File: config.mk
export PLATFORM = sky130hd
export DESIGN_NAME = elsfr_framer
export DESIGN_NICKNAME = d
export VERILOG_FILES = /design/src/rtl/elsfr_pkg.sv /design/src/rtl/elsfr_vendor_pad.sv /design/src/rtl/elsfr_framer.sv
export SDC_FILE = /design/constraint.sdc
export NUM_CORES = 1
export LEC_CHECK = 0
export ABC_CLOCK_PERIOD_IN_PS = 4300
export BUFFER_PORTS_ARGS = -buffer_cell sky130_fd_sc_hd__clkbuf_2
export CORE_MARGIN = 5
export CORE_UTILIZATION = 50
export CTS_CLUSTER_DIAMETER = 200
export DETAILED_ROUTE_END_ITERATION = 6
export MAX_ROUTING_LAYER = met4
export PLACE_DENSITY = 0.7
export SYNTH_ARGS = -nofsm -noshare
export SYNTH_HDL_FRONTEND = slang
export SYNTH_HIERARCHICAL = 1
export SYNTH_SLANG_ARGS = --single-unit
File: constraint.sdc
create_clock -name pclk -period 4.3 [get_ports pclk]
set_clock_uncertainty 0.1 [all_clocks]
set_input_delay 0.43 -clock pclk [delete_from_list [all_inputs] [get_ports pclk]]
set_output_delay 0.43 -clock pclk [all_outputs]
set_load 0.03 [all_outputs]
File: src/rtl/elsfr_pkg.sv
// Constants shared by the link service framer: frame header codes,
// descriptor layout, register map and status bit positions.
// Assumes a 32-bit payload word stream and an APB register port.
package elsfr_pkg;
    // ==========================================================
    // Frame header codes
    localparam logic [7:0]  ELS_TYPE        = 8'h01;
    localparam logic [3:0]  ROUTE_ELS       = 4'h2;
    localparam logic [3:0]  INFO_SOL_DATA   = 4'h1;
    localparam logic [3:0]  INFO_REQUEST    = 4'h2;
    localparam logic [3:0]  INFO_REPLY      = 4'h3;
    localparam logic [7:0]  CMD_ACCEPT      = 8'h02;
    // ==========================================================
    // Descriptor layout
    localparam logic [31:0] TAG_REQ_INFO    = 32'h0000_0001;
    localparam logic [31:0] LEN_REQ_INFO    = 32'h0000_0004;
    localparam logic [31:0] LEN_VENDOR      = 32'h0000_0008;
    localparam logic [31:0] LIST_REQ_INFO   = 32'h0000_000C;
    localparam logic [31:0] LIST_VENDOR     = 32'h0000_0010;
    localparam logic [31:0] DESC_HDR_BYTES  = 32'h0000_0008;
    localparam logic [7:0]  ASCII_SPACE     = 8'h20;
    // ==========================================================
    // Register map (byte addresses)
    localparam logic [7:0]  OFS_CTRL        = 8'h00;
    localparam logic [7:0]  OFS_STATUS      = 8'h04;
    localparam logic [7:0]  OFS_CMD         = 8'h08;
    localparam logic [7:0]  OFS_DESC_CNT    = 8'h0C;
    localparam logic [7:0]  OFS_VEND_HI     = 8'h10;
    localparam logic [7:0]  OFS_VEND_LO     = 8'h14;
    localparam logic [7:0]  OFS_VEND_LEN    = 8'h18;
    localparam logic [7:0]  OFS_VEND_TAG    = 8'h1C;
    // Control bits.
    localparam int CTL_REPLY_EN  = 0;
    localparam int CTL_TLV_MODE  = 1;
    localparam int CTL_ZONE_ACT  = 2;
    localparam int CTL_VEND_EN   = 3;
    localparam int CTL_CSU_EN    = 4;
    localparam logic [4:0]  CTRL_RESET      = 5'h01;
    // Status bits, sticky, write one to clear.
    localparam int ST_TYPE       = 0;
    localparam int ST_ROUTE      = 1;
    localparam int ST_INFO       = 2;
    localparam int ST_W0_RSVD    = 3;
    localparam int ST_ALIGN      = 4;
    localparam int ST_OVERRUN    = 5;
    localparam int ST_BITS       = 6;
    localparam logic [3:0]  VEND_LEN_RESET  = 4'h8;
endpackage

File: src/rtl/elsfr_vendor_pad.sv
// Pads a vendor identification string of one to eight characters.
// Assumes character zero sits in the top byte of chars.
`timescale 1ns/1ps
`default_nettype none
module elsfr_vendor_pad
    import elsfr_pkg::*;
(
    input  wire logic [63:0] chars,
    input  wire logic [3:0]  count,
    output logic      [63:0] padded
);
    // ==========================================================
    // Per byte select
    for (genvar i = 0; i < 8; i++) begin : g_byte
        // Byte i counted from the most significant end.
        assign padded[63-8*i -: 8] = (4'(i) < count) ? chars[63-8*i -: 8]
                                                      : ASCII_SPACE;
    end
endmodule // elsfr_vendor_pad
`default_nettype wire

File: src/rtl/elsfr_framer.sv
// Link service framer: checks received request and reply sequences,
// walks descriptor lists, and sends an accept reply with descriptors.
// Assumes payload words arrive one per cycle, synchronous to pclk.
`timescale 1ns/1ps
`default_nettype none
module elsfr_framer
    import elsfr_pkg::*;
(
    input  wire logic        pclk,
    input  wire logic        presetn,
    input  wire logic        psel,
    input  wire logic        penable,
    input  wire logic        pwrite,
    input  wire logic [7:0]  paddr,
    input  wire logic [31:0] pwdata,
    output logic      [31:0] prdata,
    output logic             pready,
    output logic             pslverr,
    input  wire logic        rx_valid,
    input  wire logic        rx_sof,
    input  wire logic        rx_eof,
    input  wire logic        rx_first_frame,
    input  wire logic        rx_last_frame,
    input  wire logic [7:0]  rx_r_ctl,
    input  wire logic [7:0]  rx_type,
    input  wire logic [15:0] rx_ox_id,
    input  wire logic [31:0] rx_data,
    input  wire logic        rx_zone_match,
    output logic             tx_valid,
    input  wire logic        tx_ready,
    output logic [31:0]      tx_data,
    output logic [7:0]       tx_r_ctl,
    output logic [7:0]       tx_type,
    output logic [15:0]      tx_ox_id,
    output logic             tx_first,
    output logic             tx_last,
    output logic             tx_last_seq
);
    // ==========================================================
    // Register file
    logic [4:0]          ctrl_q;
    logic [ST_BITS-1:0]  sts_q;
    logic [ST_BITS-1:0]  sts_set;
    logic [31:0]         cmd_q;
    logic [15:0]         desc_cnt_q;
    logic [63:0]         vend_q;
    logic [3:0]          vend_len_q;
    logic [31:0]         vend_tag_q;
    logic                wr_en;
    logic                rd_hit;

    assign pready  = 1'b1;
    assign wr_en   = psel && penable && pwrite;
    assign rd_hit  = (paddr[7:5] == 3'b000) && (paddr[1:0] == 2'b00);
    assign pslverr = psel && penable && !rd_hit;

    always_ff @(posedge pclk or negedge presetn) begin
        if (!presetn) begin
            ctrl_q     <= CTRL_RESET;
            vend_q     <= 64'h2020_2020_2020_2020;
            vend_len_q <= VEND_LEN_RESET;
            vend_tag_q <= 32'h0000_0000;
        end else if (wr_en) begin
            unique case (paddr)
                OFS_CTRL:     ctrl_q     <= pwdata[4:0];
                OFS_VEND_HI:  vend_q[63:32] <= pwdata;
                OFS_VEND_LO:  vend_q[31:0]  <= pwdata;
                OFS_VEND_LEN: vend_len_q <= pwdata[3:0];
                OFS_VEND_TAG: vend_tag_q <= pwdata;
                default: ;
            endcase
        end
    end

    // A new error in the same cycle as a clear stays set.
    always_ff @(posedge pclk or negedge presetn) begin
        if (!presetn) begin
            sts_q <= '0;
        end else begin
            sts_q <= (sts_q & ~((wr_en && paddr == OFS_STATUS)
                                ? pwdata[ST_BITS-1:0] : '0)) | sts_set;
        end
    end

    always_comb begin
        prdata = 32'h0000_0000;
        if (psel && !pwrite) begin
            unique case (paddr)
                OFS_CTRL:     prdata = {27'h0, ctrl_q};
                OFS_STATUS:   prdata = {{(32-ST_BITS){1'b0}}, sts_q};
                OFS_CMD:      prdata = cmd_q;
                OFS_DESC_CNT: prdata = {16'h0000, desc_cnt_q};
                OFS_VEND_HI:  prdata = vend_q[63:32];
                OFS_VEND_LO:  prdata = vend_q[31:0];
                OFS_VEND_LEN: prdata = {28'h0, vend_len_q};
                OFS_VEND_TAG: prdata = vend_tag_q;
                default:      prdata = 32'h0000_0000;
            endcase
        end
    end

    // ==========================================================
    // Receive header checks
    logic       hdr_chk;
    logic       info_ok;
    logic [3:0] rx_info;

    // Only TYPE and R_CTL are interpreted; other header bits are ignored.
    assign hdr_chk = rx_valid && rx_sof;
    assign rx_info = rx_r_ctl[3:0];
    assign info_ok = (rx_info == INFO_REQUEST) || (rx_info == INFO_REPLY)
                  || (rx_info == INFO_SOL_DATA && ctrl_q[CTL_CSU_EN]);

    // ==========================================================
    // Descriptor list walker
    typedef enum logic [2:0] {
        P_CMD  = 3'b000,
        P_LIST = 3'b001,
        P_TAG  = 3'b010,
        P_LEN  = 3'b011,
        P_VAL  = 3'b100,
        P_DONE = 3'b101
    } elsfr_parse_type;

    elsfr_parse_type st_q;
    elsfr_parse_type st_cur;
    logic [31:0]     rem_q;
    logic [29:0]     vwords_q;
    logic [32:0]     pad_len;
    logic            seq_err_q;
    logic            req_seq_q;
    logic            req_done;
    logic            list_end;

    // Each frame after the first continues the payload without a command.
    assign st_cur  = (rx_sof && rx_first_frame) ? P_CMD : st_q;
    assign pad_len = ({1'b0, rx_data} + 33'd3) & ~33'd3;
    // The walk has finished or not begun, or the current word closes the list exactly, so a final word here is clean.
    assign list_end = (st_cur == P_DONE) || (st_cur == P_CMD)
                   || (st_cur == P_LIST && rx_data == 32'h0000_0000)
                   || (st_cur == P_LEN && pad_len == 33'h0 && rem_q == 32'h0000_0000)
                   || (st_cur == P_VAL && vwords_q == 30'h1 && rem_q == 32'h0000_0000);

    always_comb begin
        sts_set = '0;
        if (hdr_chk && rx_type != ELS_TYPE)
            sts_set[ST_TYPE] = 1'b1;
        if (hdr_chk && rx_r_ctl[7:4] != ROUTE_ELS)
            sts_set[ST_ROUTE] = 1'b1;
        if (hdr_chk && !info_ok)
            sts_set[ST_INFO] = 1'b1;
        if (rx_valid && st_cur == P_CMD && ctrl_q[CTL_TLV_MODE]
            && rx_data[23:0] != 24'h00_0000)
            sts_set[ST_W0_RSVD] = 1'b1;
        if (rx_valid && st_cur == P_LIST && rx_data[1:0] != 2'b00)
            sts_set[ST_ALIGN] = 1'b1;
        if (rx_valid && st_cur == P_TAG && rem_q < DESC_HDR_BYTES)
            sts_set[ST_OVERRUN] = 1'b1;
        if (rx_valid && st_cur == P_LEN && pad_len > {1'b0, rem_q})
            sts_set[ST_OVERRUN] = 1'b1;
        if (rx_valid && rx_eof && rx_last_frame && ctrl_q[CTL_TLV_MODE] && !list_end)
            sts_set[ST_OVERRUN] = 1'b1;
    end

    always_ff @(posedge pclk or negedge presetn) begin
        if (!presetn) begin
            st_q       <= P_DONE;
            rem_q      <= 32'h0000_0000;
            vwords_q   <= 30'h0;
            desc_cnt_q <= 16'h0000;
            cmd_q      <= 32'h0000_0000;
        end else if (rx_valid) begin
            unique case (st_cur)
                P_CMD: begin
                    cmd_q      <= rx_data;
                    desc_cnt_q <= 16'h0000;
                    st_q       <= ctrl_q[CTL_TLV_MODE] ? P_LIST : P_DONE;
                end
                P_LIST: begin
                    rem_q <= rx_data;
                    st_q  <= (rx_data == 32'h0 || rx_data[1:0] != 2'b00)
                             ? P_DONE : P_TAG;
                end
                P_TAG: begin
                    rem_q      <= rem_q - DESC_HDR_BYTES;
                    desc_cnt_q <= desc_cnt_q + 16'h0001;
                    st_q       <= (rem_q < DESC_HDR_BYTES) ? P_DONE : P_LEN;
                end
                P_LEN: begin
                    vwords_q <= pad_len[31:2];
                    rem_q    <= rem_q - pad_len[31:0];
                    if (pad_len > {1'b0, rem_q})
                        st_q <= P_DONE;
                    else if (pad_len == 33'h0)
                        st_q <= (rem_q == 32'h0) ? P_DONE : P_TAG;
                    else
                        st_q <= P_VAL;
                end
                P_VAL: begin
                    vwords_q <= vwords_q - 30'h1;
                    if (vwords_q == 30'h1)
                        st_q <= (rem_q == 32'h0) ? P_DONE : P_TAG;
                end
                P_DONE: st_q <= P_DONE;
                default: st_q <= P_DONE;
            endcase
        end
    end

    // Tracks errors and the request category across one sequence.
    always_ff @(posedge pclk or negedge presetn) begin
        if (!presetn) begin
            seq_err_q <= 1'b0;
            req_seq_q <= 1'b0;
        end else if (rx_valid && rx_sof && rx_first_frame) begin
            seq_err_q <= |sts_set;
            req_seq_q <= (rx_info == INFO_REQUEST);
        end else if (rx_valid) begin
            seq_err_q <= seq_err_q | (|sts_set);
        end
    end

    assign req_done = rx_valid && rx_eof && rx_last_frame
                   && ((rx_sof && rx_first_frame) ? (rx_info == INFO_REQUEST)
                                                  : req_seq_q)
                   && !(|sts_set) && !((rx_sof && rx_first_frame) ? 1'b0
                                                                  : seq_err_q);

    // ==========================================================
    // Accept reply builder
    logic [63:0] vend_pad;
    logic        busy_q;
    logic [3:0]  tx_idx_q;
    logic [3:0]  tx_end;
    logic        with_vend;
    logic [31:0] req_w0_q;

    elsfr_vendor_pad u_pad (
        .chars  (vend_q),
        .count  (vend_len_q),
        .padded (vend_pad)
    );

    // Zoned replies drop the vendor descriptor unless the requester shares a zone.
    assign with_vend = ctrl_q[CTL_VEND_EN]
                    && (!ctrl_q[CTL_ZONE_ACT] || rx_zone_match);
    logic with_vend_q;
    assign tx_end = with_vend_q ? 4'd8 : 4'd4;

    always_ff @(posedge pclk or negedge presetn) begin
        if (!presetn) begin
            busy_q      <= 1'b0;
            tx_idx_q    <= 4'd0;
            tx_ox_id    <= 16'h0000;
            req_w0_q    <= 32'h0000_0000;
            with_vend_q <= 1'b0;
        end else if (!busy_q) begin
            if (req_done && ctrl_q[CTL_REPLY_EN]) begin
                busy_q      <= 1'b1;
                tx_idx_q    <= 4'd0;
                tx_ox_id    <= rx_ox_id;
                req_w0_q    <= (rx_sof && rx_first_frame) ? rx_data : cmd_q;
                with_vend_q <= with_vend;
            end
        end else if (tx_ready) begin
            tx_idx_q <= tx_idx_q + 4'd1;
            if (tx_idx_q == tx_end)
                busy_q <= 1'b0;
        end
    end

    always_comb begin
        unique case (tx_idx_q)
            4'd0: tx_data = {CMD_ACCEPT, 24'h00_0000};
            4'd1: tx_data = with_vend_q ? LIST_REQ_INFO + LIST_VENDOR
                                        : LIST_REQ_INFO;
            4'd2: tx_data = TAG_REQ_INFO;
            4'd3: tx_data = LEN_REQ_INFO;
            4'd4: tx_data = req_w0_q;
            4'd5: tx_data = vend_tag_q;
            4'd6: tx_data = LEN_VENDOR;
            4'd7: tx_data = vend_pad[63:32];
            4'd8: tx_data = vend_pad[31:0];
            default: tx_data = 32'h0000_0000;
        endcase
    end

    assign tx_valid    = busy_q;
    assign tx_r_ctl    = {ROUTE_ELS, INFO_REPLY};
    assign tx_type     = ELS_TYPE;
    assign tx_first    = busy_q && tx_idx_q == 4'd0;
    assign tx_last     = busy_q && tx_idx_q == tx_end;
    assign tx_last_seq = tx_last;
endmodule // elsfr_framer
`default_nettype wire

Word-level counts from Yosys, hierarchy flattened
Cells that the tools add are included.
- output and inout port bits: 102
- bits in registers: 280
- input bits: 116
- word-level logic and storage cells: 195
- multiplexer cells: 46
- bitwise logic cells: 5
- order comparisons: 10
- add/subtract/negate cells: 6
- reductions and logical operators: 81
- equal/unequal tests: 29
- operators by type and width (operator ; number):
    $pmux 32 s9 ; 1
    $pmux 32 s8 ; 1
    $pmux 32 s3 ; 1
    $logic_not 32->1 ; 2
    $mux 32 ; 2
    $mux 8 ; 8
    $pmux 30 s2 ; 1
    $logic_and 1x1->1 ; 38
    $add 32x2->33 const B ; 1
    $gt 33x32->1 ; 1
    $logic_not 33->1 ; 1
    $eq 8x5->1 const B ; 4
    $lt 32x4->1 const B ; 1
    $pmux 16 s2 ; 1
    $sub 32x32->32 ; 1
    $sub 32x4->32 const B ; 1
    $eq 30x1->1 const B ; 1
    $sub 30x1->30 const B ; 1
    $mux 3 ; 8
    $reduce_and 2->1 ; 12
    $reduce_bool 24->1 ; 1
    $add 16x1->16 const B ; 1
    $eq 4x2->1 const B ; 4
    $eq 4x3->1 const B ; 4
    other kinds (35) ; 80

Logic depth before layout (Yosys ltp)
Gate-level depths: netlist (run 1).
- depth after elaboration: 17
- depth in mapped cells: 22
- depth with buffers taken out: 17

By module
Netlist (run 1), hierarchy kept.
- by module, submodules not included (module ; cells each ; times used ; area an instance (um2) ; sequential area each (um2)):
    elsfr_framer ; 1992 ; 1 ; 17953.5 ; 7021.7
    elsfr_vendor_pad ; 74 ; 1 ; 476.7 ; 0.0

Worst setup path before layout (run 1)
Ideal clock, no wire load.
- path type: input-to-reg
- start: in rx_data[8]
- end: reg tx_ox_id[10]
- data required time: 4075 ps
- setup slack: 70 ps
- data arrival time: 4005 ps
- setup time: 125 ps
- path buffers: 4
- cell stages on the path: 19
- cell sequence: buf_2 and4_1 nand4_1 nor4_4 nand3_1 xnor2_1 ha_1 clkbuf_1 o21a_1 o21a_1 a221oi_1 o21ai_0 a311oi_1 nor2_1 a22oi_1 and3_1 buf_4 buf_6 mux2_2
- cells in the longest elaborated chain, start to end: 15
- elaborated cells between the ends (all ways): 24
- classes of those cells: 1 x add/sub; 1 x order compare; 3 x mux; 19 x reduce/logical
- RTL lines (what ; line ; source):
    start: declaration ; elsfr_framer.sv:27 ; input wire logic [31:0] rx_data,
    branches (longest 9 deep; another with $add 32x2->33) ; -- ;
    $reduce_or 6->1 * ; elsfr_framer.sv:226 ; && !(|sts_set) && !((rx_sof && rx_first_frame) ? 1'b0
    $logic_not 1->1 * ; elsfr_framer.sv:226 ;
    $logic_and 1x1->1 * (2 in series) ; elsfr_framer.sv:226 ;
    $logic_and 1x1->1 * ; elsfr_framer.sv:258 ; if (req_done && ctrl_q[CTL_REPLY_EN]) begin
    $reduce_and 2->1 (no line) * ; -- ;
    end signal: assignment ; elsfr_framer.sv:261 ; tx_ox_id <= rx_ox_id;
    end: declaration ; elsfr_framer.sv:34 ; output logic [15:0] tx_ox_id,
Every way passes the cells marked *.
A chain may end at the register's enable or synchronous reset.

Final worst setup path (run 1)
- start: in rx_data[1]
- end: reg req_w0_q[18]
- cells in the longest elaborated chain, start to end: 15
- elaborated cells between the ends (all ways): 27
- classes of those cells: 1 x add/sub; 1 x order compare; 4 x mux; 21 x reduce/logical
- RTL lines (what ; line ; source):
    branches (longest 9 deep; another with $add 32x2->33) ; -- ;
    $reduce_or 6->1 * ; elsfr_framer.sv:226 ;
    $logic_not 1->1 * ; elsfr_framer.sv:226 ;
    $logic_and 1x1->1 * (2 in series) ; elsfr_framer.sv:226 ;
    $logic_and 1x1->1 * ; elsfr_framer.sv:258 ;
    $reduce_and 2->1 (no line) * ; -- ;
    end signal: assignment ; elsfr_framer.sv:262 ; req_w0_q <= (rx_sof && rx_first_frame) ? rx_data : cmd_q;
    end: declaration ; elsfr_framer.sv:236 ; logic [31:0] req_w0_q;
Marked as above.

==> flow_metrics.env, run 1 <==
export IMPL_syn_instance_count=2066
export IMPL_power_per_cell_area_nw_per_um2=455.7
export IMPL_unrepaired_setup_endpoints_after_global_routing="no"
export IMPL_final_max_slew_violation_count=0
export IMPL_clock_tree_htree_level_count=2
export IMPL_via_per_inst=6.221
export IMPL_insertedDiodeCount=0
export IMPL_initialDrtViolationCount=1753
export IMPL_setup_violations_final=0
export IMPL_yosysSeqAreaShare_pct=38.10
export IMPL_route_detailed_drc=0
export IMPL_mappedNetlistArea_um2=18430
export IMPL_place_hpwl_um=45590
export IMPL_worst_setup_path_end_kind="flop"
export IMPL_die_boundary_height_um=202.0
export IMPL_crit_type="in -> reg"
export IMPL_wirelength_met1_um=26320
export IMPL_timing_fmax_mhz=250.0
export IMPL_timing_setup_tns_ps=0
export IMPL_cts_buffers_inserted=34
export IMPL_crit_arrival_ps=4310
export IMPL_start_kind="input port"
export IMPL_netlist_cell_type_count=86
export IMPL_post_dp_cell_area_um2=20770
export IMPL_mostFrequentLayoutCell="sky130_fd_sc_hd__dfrtp_1"
export IMPL_maxSlewHeadroom_pct=3.409
export IMPL_filler_cell_count=3156
export IMPL_post_route_cell_area_um2=21920
export IMPL_die_area_um2=40800
export IMPL_maximum_number_of_pins_on_one_net_before_global_route_repair=117
export IMPL_timing_reg2reg_setup_slack_ps=570
export IMPL_numClockSinks=280
export IMPL_async_flop_share_pct=100.0
export IMPL_finalWorstPathRequiredPeriod_ps=4000
export IMPL_clock_tree_buffer_depth=3
export IMPL_tritoncts_clock_tree="yes"
export IMPL_synth_warning_count=6
export IMPL_r2r_start="rem_q[3]"
export IMPL_cp_data_required_time_ps=4610
export IMPL_fp_row_count=70
export IMPL_port_buffers=200
export IMPL_num_io_pins=218
export IMPL_critPathLaunch="rx_data[1]"
export IMPL_timing_critical_path_fanout_max=35
export IMPL_clk_latency_ps=550
export IMPL_firstDrtPassIters=6
export IMPL_detailed_route_wire_length_per_cell_um=22.33
export IMPL_final_layout_size_suffix_gt1_share_pct=25.70
export IMPL_area_growth_synth_to_final_pct=18.92
export IMPL_overflow=0
export IMPL_final_util_pct=60.01
export IMPL_ys_seq_elements=280
export IMPL_finalWirelength_um=63290
export IMPL_postSynthAreaPerCell_um2=8.921
export IMPL_finalHoldViolCount=0
export IMPL_initial_core_util_pct=50.46
export IMPL_path_category_of_the_worst_min_delay_check="in -> reg"
export IMPL_die_w_um=202.0
export IMPL_ant_nets=0
export IMPL_synth_enable_flop_cells=0
export IMPL_mostFrequentLayoutCells="268 x sky130_fd_sc_hd__dfrtp_1, 248 x sky130_fd_sc_hd__nand2_1, 199 x sky130_fd_sc_hd__clkbuf_2, 170 x sky130_fd_sc_hd__buf_4, 132 x sky130_fd_sc_hd__a22oi_1"
export IMPL_reg2reg_to="rem_q[31]"
export IMPL_finalNetCount=2524
export IMPL_period_share_pct=93.02
export IMPL_outcome="finished clean"
export IMPL_antenna_found_initial=0
export IMPL_path_clk_slew_ps=60
export IMPL_grt_first_pass_wirelength_um=99290
export IMPL_first_global_vias=17540
export IMPL_core_area_um2=36520
export IMPL_ys_flop_type="sky130_fd_sc_hd__dfrtp_1"
export IMPL_crit_path_end="req_w0_q[18]"
export IMPL_reg2reg_path_depth=12
export IMPL_max_capacitance_violation_count=0
export IMPL_gpl_final_weighted_congestion=1.004
export IMPL_tightest_slew_ps=1440
export IMPL_ir_worst_vdd_mv=0.3092
export IMPL_vias=17630
export IMPL_lkg_pwr_uw=0.01040
export IMPL_met2_length_um=29850
export IMPL_top_signal_layer_used="met4"
export IMPL_cts_root_buf="sky130_fd_sc_hd__clkbuf_16"
export IMPL_wl_met3_um=5313
export IMPL_globalRouteTotalUtil_pct=30.94
[metal layers]
layer / GRT usage (%) / vias up
met5: - / -
met4: 10.38 / 0
met3: 5.423 / 134
met2: 48.76 / 865
met1: 40.76 / 8627
li1: - / 8004
[critical path, cell delays in order]
cell	delay, ps
sky130_fd_sc_hd__clkbuf_2	90
sky130_fd_sc_hd__o2111a_2	310
sky130_fd_sc_hd__buf_4	160
sky130_fd_sc_hd__and2_1	160
sky130_fd_sc_hd__buf_4	150
sky130_fd_sc_hd__xnor2_1	200
sky130_fd_sc_hd__inv_1	100
sky130_fd_sc_hd__ha_1	380
sky130_fd_sc_hd__nand2_1	140
sky130_fd_sc_hd__nor4_1	520
sky130_fd_sc_hd__a31oi_1	150
sky130_fd_sc_hd__a31oi_1	240
sky130_fd_sc_hd__a311oi_1	70
sky130_fd_sc_hd__nor2_1	290
sky130_fd_sc_hd__a22oi_1	140
sky130_fd_sc_hd__and3_4	230
sky130_fd_sc_hd__buf_4	150
sky130_fd_sc_hd__buf_12	160
sky130_fd_sc_hd__nor2_1	150
sky130_fd_sc_hd__a21oi_1	60
[per-stage QoR]
step	hold slack [ps]	power [uW]	std cells	setup slack [ps]
2_1_floorplan	34.41	5756	2081	70.00
3_3_place_gp	367.2	6943	2771	-91.39
3_5_place_dp	370.3	7007	2771	-121.8
4_1_cts	5.923	9951	2834	400.7
5_1_grt	16.85	10550	2834	24.63
6_report	15.45	9988	2834	300.2
[synthesized netlist by cell type, types with 19 or more instances]
master                     instances  area, um^2
sky130_fd_sc_hd__or3_1            19       118.9
sky130_fd_sc_hd__a31oi_1          26       162.7
sky130_fd_sc_hd__clkbuf_1        109       409.1
sky130_fd_sc_hd__and3_1           25       156.4
sky130_fd_sc_hd__ha_1             67       838.3
sky130_fd_sc_hd__nor2_1          132       495.5
sky130_fd_sc_hd__mux2_2          125        1408
sky130_fd_sc_hd__nand2_1         249       934.7
sky130_fd_sc_hd__a22oi_1         132       991.0
sky130_fd_sc_hd__nor3_1           41       205.2
sky130_fd_sc_hd__nor4_1           25       156.4
sky130_fd_sc_hd__mux2i_1          36       360.4
sky130_fd_sc_hd__inv_1            79       296.5
sky130_fd_sc_hd__nand3_1          42       210.2
sky130_fd_sc_hd__nor2b_1          27       168.9
sky130_fd_sc_hd__and2_1           27       168.9
sky130_fd_sc_hd__a21oi_1         128       640.6
sky130_fd_sc_hd__dfrtp_1         268        6706
sky130_fd_sc_hd__xnor2_1          39       341.6
sky130_fd_sc_hd__buf_4            28       210.2
sky130_fd_sc_hd__o21ai_0         116       580.6
sky130_fd_sc_hd__xor2_1           38       332.8
[worst min-delay path by stage]
stage | depth (start not counted) | start | endpoint
finish | 2 | rx_ox_id[1] | tx_ox_id[1]
detailed placement | 1 | sts_q[3] | sts_q[3]
global placement | 2 | vwords_q[18] | vwords_q[18]
floorplan | 0 | presetn | cmd_q[0]
CTS | 2 | rx_ox_id[1] | tx_ox_id[1]
global route | 2 | rx_ox_id[5] | tx_ox_id[5]
[state kept, by name (all words and copies together) (netlist names)]
register	cells
cmd_q	32
ctrl_q	5
desc_cnt_q	16
rem_q	32
req_seq_q	1
req_w0_q	32
seq_err_q	1
st_q	3
sts_q	6
tx_idx_q	4
tx_ox_id	16
tx_valid	1
vend_len_q	4
vend_q	64
vend_tag_q	32
vwords_q	30
with_vend_q	1
[where the power goes]
| group | switching, uW | internal [uW] | total [uW] |
|---|---|---|---|
| Combinational | 2020 | 1440 | 3460 |
| Sequential | 529 | 3070 | 3600 |
| Clock | 1240 | 1690 | 2930 |
| Total | 3790 | 6200 | 9990 |
[cells by family (layout without fill, tap and decap cells)]
group                    Yosys count  count (layout)  share of synthesized area (%)
flip-flops                       280             280                          38.10
multiplexers                     161             161                          9.593
AND/OR/NAND/NOR                  687             687                          18.43
XOR/XNOR                          77              77                          3.659
buffers and inverters            232             517                          5.580
AO/OA/AOI/OAI                    559             559                          19.94
other                              2              17                        0.04075
adder cells (fa/ha/maj)           68              68                          4.657
[repair_timing]
item / in CTS / in global routing
hold endpoints to repair: 106 / 0
hold buffers: 1 / 0
setup endpoints to repair: 0 / 7
resized for setup: 0 / 2
buffers inserted: 0 / 0
[area by class of cell]
cell class	count	area, um^2	share of cell area (%)
clock buffers	46	935.9	4.270
clock inverters	16	193.9	0.8849
inverters	79	296.5	1.353
multi-input cells	1569	10490	47.84
flip-flops and latches	280	7022	32.04
well taps	468	585.6	2.672
repair buffers	376	2397	10.94
No activity file was read; power rests on OpenSTA's default activity.
==> run 2, diff against run 1 <==
--- a/config.mk
+++ b/config.mk
@@ -5,7 +5,7 @@
 export SDC_FILE = /design/constraint.sdc
 export NUM_CORES = 1
 export LEC_CHECK = 0
-export ABC_CLOCK_PERIOD_IN_PS = 4300
+export ABC_CLOCK_PERIOD_IN_PS = 4360
 export BUFFER_PORTS_ARGS = -buffer_cell sky130_fd_sc_hd__clkbuf_2
 export CORE_MARGIN = 5
 export CORE_UTILIZATION = 50
==> constraint.sdc (replaced) <==
create_clock -name pclk -period 4.36 [get_ports pclk]
set_clock_uncertainty 0.1 [all_clocks]
set_input_delay 0.436 -clock pclk [delete_from_list [all_inputs] [get_ports pclk]]
set_output_delay 0.436 -clock pclk [all_outputs]
set_load 0.03 [all_outputs]
==> run 2 against run 1 <==
Effect of this change: wire length grew 0.18%; cell count is 0.42% lower; critical endpoint is now tx_ox_id[2]; combinational power is 1% lower; highest routed layer unchanged; power fell by 1.6%; non-clock buffer count fell by 12; die area unchanged.
==> flow_metrics.env, run 2 (same netlist as run 1, synthesis figures left out) <==
export IMPL_place_hpwl_um=45540
export IMPL_num_io_pins=218
export IMPL_outcome="finished clean"
export IMPL_lkg_pwr_uw=0.01035
export IMPL_numClockSinks=280
export IMPL_post_route_cell_area_um2=21840
export IMPL_final_layout_size_suffix_gt1_share_pct=25.20
export IMPL_port_buffers=200
export IMPL_crit_path_max_incr_delay_ps=350
export IMPL_final_max_slew_violation_count=0
export IMPL_worst_setup_path_end_kind="flop"
export IMPL_die_area_um2=40800
export IMPL_vias=17680
export IMPL_area_growth_synth_to_final_pct=18.52
export IMPL_crit_type="in -> reg"
export IMPL_core_area_um2=36520
export IMPL_finalWorstPathRequiredPeriod_ps=4022
export IMPL_die_w_um=202.0
export IMPL_power_uw=9830
export IMPL_clk_latency_ps=550
export IMPL_mostFrequentLayoutCells="268 x sky130_fd_sc_hd__dfrtp_1, 248 x sky130_fd_sc_hd__nand2_1, 199 x sky130_fd_sc_hd__clkbuf_2, 155 x sky130_fd_sc_hd__buf_4, 132 x sky130_fd_sc_hd__a22oi_1"
export IMPL_path_clk_slew_ps=60
export IMPL_firstDrtPassIters=6
export IMPL_initial_core_util_pct=50.46
export IMPL_ir_worst_vdd_mv=0.3797
export IMPL_finalNetCount=2512
export IMPL_detailed_route_wire_length_per_cell_um=22.47
export IMPL_cts_root_buf="sky130_fd_sc_hd__clkbuf_16"
export IMPL_crit_arrival_ps=4340
export IMPL_via_per_inst=6.264
export IMPL_period_share_pct=92.25
export IMPL_cell_occurring_most_often_along_the_worst_timing_path="sky130_fd_sc_hd__nand3_1"
export IMPL_max_capacitance_violation_count=0
export IMPL_filler_cell_count=3177
export IMPL_power_per_cell_area_nw_per_um2=450.0
export IMPL_max_flop_register="vend_q"
export IMPL_tritoncts_clock_tree="yes"
export IMPL_maxSlewHeadroom_pct=18.77
export IMPL_cp_buffers_inverters=3
export IMPL_crit_path_top_delay_cell="sky130_fd_sc_hd__a311oi_1"
export IMPL_timing_critical_path_fanout_max=17
export IMPL_largest_register_ff_count=64
export IMPL_first_global_vias=17410
export IMPL_finalHoldViolCount=0
export IMPL_globalRouteTotalUtil_pct=31.24
export IMPL_finalWirelength_um=63410
export IMPL_cts_buffers_inserted=34
export IMPL_antenna_found_initial=1
export IMPL_path_category_of_the_worst_min_delay_check="in -> reg"
export IMPL_grt_first_pass_wirelength_um=100000
export IMPL_fp_row_count=70
export IMPL_maximum_number_of_pins_on_one_net_before_global_route_repair=116
export IMPL_overflow=0
export IMPL_initialDrtViolationCount=1706
export IMPL_gpl_final_weighted_congestion=1.035
export IMPL_unrepaired_setup_endpoints_after_global_routing="no"
export IMPL_timing_fmax_mhz=248.6
export IMPL_post_dp_cell_area_um2=20700
export IMPL_clock_tree_buffer_depth=3
export IMPL_start_kind="input port"
export IMPL_die_boundary_height_um=202.0
export IMPL_route_detailed_drc=0
export IMPL_setup_violations_final=0
export IMPL_ant_nets=0
export IMPL_timing_critical_path_cells="clkbuf_2 -> and4_1 -> nand4_1 -> nor4_4 -> nand3_1 -> xnor2_1 -> ha_1 -> buf_4 -> nand3_1 -> nand2_1 -> a221oi_1 -> o21ai_0 -> a311oi_1 -> nor2_1 -> a22oi_1 -> and3_4 -> buf_12 -> mux2_2"
export IMPL_clock_tree_htree_level_count=2
export IMPL_cp_data_required_time_ps=4670
export IMPL_mostFrequentLayoutCell="sky130_fd_sc_hd__dfrtp_1"
export IMPL_critPathTopFamily="simple AND/OR/NAND/NOR gates"
export IMPL_tightest_slew_ps=1211
run 2: what timing repair did:
action / 4_1_cts / 5_1_grt
buffers inserted: 0 / 0
hold buffers: 2 / 0
hold endpoints to repair: 108 / 0
endpoints found under the setup margin: 0 / 3
gates resized for setup: 0 / 1
run 2: through the flow:
step | utilization [%] | instances | setup TNS (ps) | hold WS (ps) | worst slack, ps
floorplan | - | 2081 | 0 | 40.41 | 124.0
global placement | 56.67 | 2758 | -377.7 | 362.0 | -24.64
detailed placement | 56.67 | 2758 | -7023 | 377.5 | -197.0
CTS | 59.80 | 2821 | 0 | 15.88 | 338.7
global route | 59.81 | 2822 | 0 | 21.10 | 16.30
finish | 59.81 | 2822 | 0 | 35.58 | 337.8
run 2: cell type report:
cell class | instances | area, um^2 | share of cell area [%]
Timing Repair Buffer | 364 | 2335 | 10.69
Sequential cell | 280 | 7022 | 32.15
Inverter | 79 | 296.5 | 1.358
Multi-Input combinational cell | 1569 | 10480 | 47.98
Clock buffer | 50 | 992.2 | 4.542
Antenna cell | 1 | 2.502 | 0.01146
Tap cell | 468 | 585.6 | 2.681
Clock inverter | 11 | 130.1 | 0.5957
run 2: worst paths after layout:
kind	startpoint	slack [ps]	to	cells past startpoint
worst min register to register	sts_q[4]	390	sts_q[4]	1
min in group asynchronous	presetn	430	tx_valid	2
worst max register to register	rem_q[14]	600	tx_ox_id[2]	10
worst max-delay path	rx_data[9]	340	tx_ox_id[2]	18
max in group asynchronous	presetn	2510	vend_q[53]	3
worst min-delay path	rx_ox_id[10]	40	tx_ox_id[10]	2
run 2: power breakdown:
group / switching (uW) / internal [uW]
clock: 1160 / 1700
sequential: 516 / 3030
combinational: 2000 / 1420
run 2: per-layer routing:
layer | global-route usage [%] | up-vias | wire length, um
met5 | - | - | 0
met4 | 10.52 | 0 | 1852
met3 | 4.990 | 121 | 5703
met2 | 48.67 | 890 | 29230
met1 | 41.93 | 8689 | 26620
li1 | - | 7977 | -
run 2: worst reg2reg max path: stages (launching register included):
cell and delay [ps]:
sky130_fd_sc_hd__dfrtp_1 460, sky130_fd_sc_hd__or3_4 460, sky130_fd_sc_hd__nor4_1 630, sky130_fd_sc_hd__nand3_1 200
sky130_fd_sc_hd__nand2b_4 220, sky130_fd_sc_hd__or3_1 380, sky130_fd_sc_hd__o21a_1 190, sky130_fd_sc_hd__o31ai_2 230
sky130_fd_sc_hd__and3_4 260, sky130_fd_sc_hd__buf_12 160, sky130_fd_sc_hd__mux2_2 360
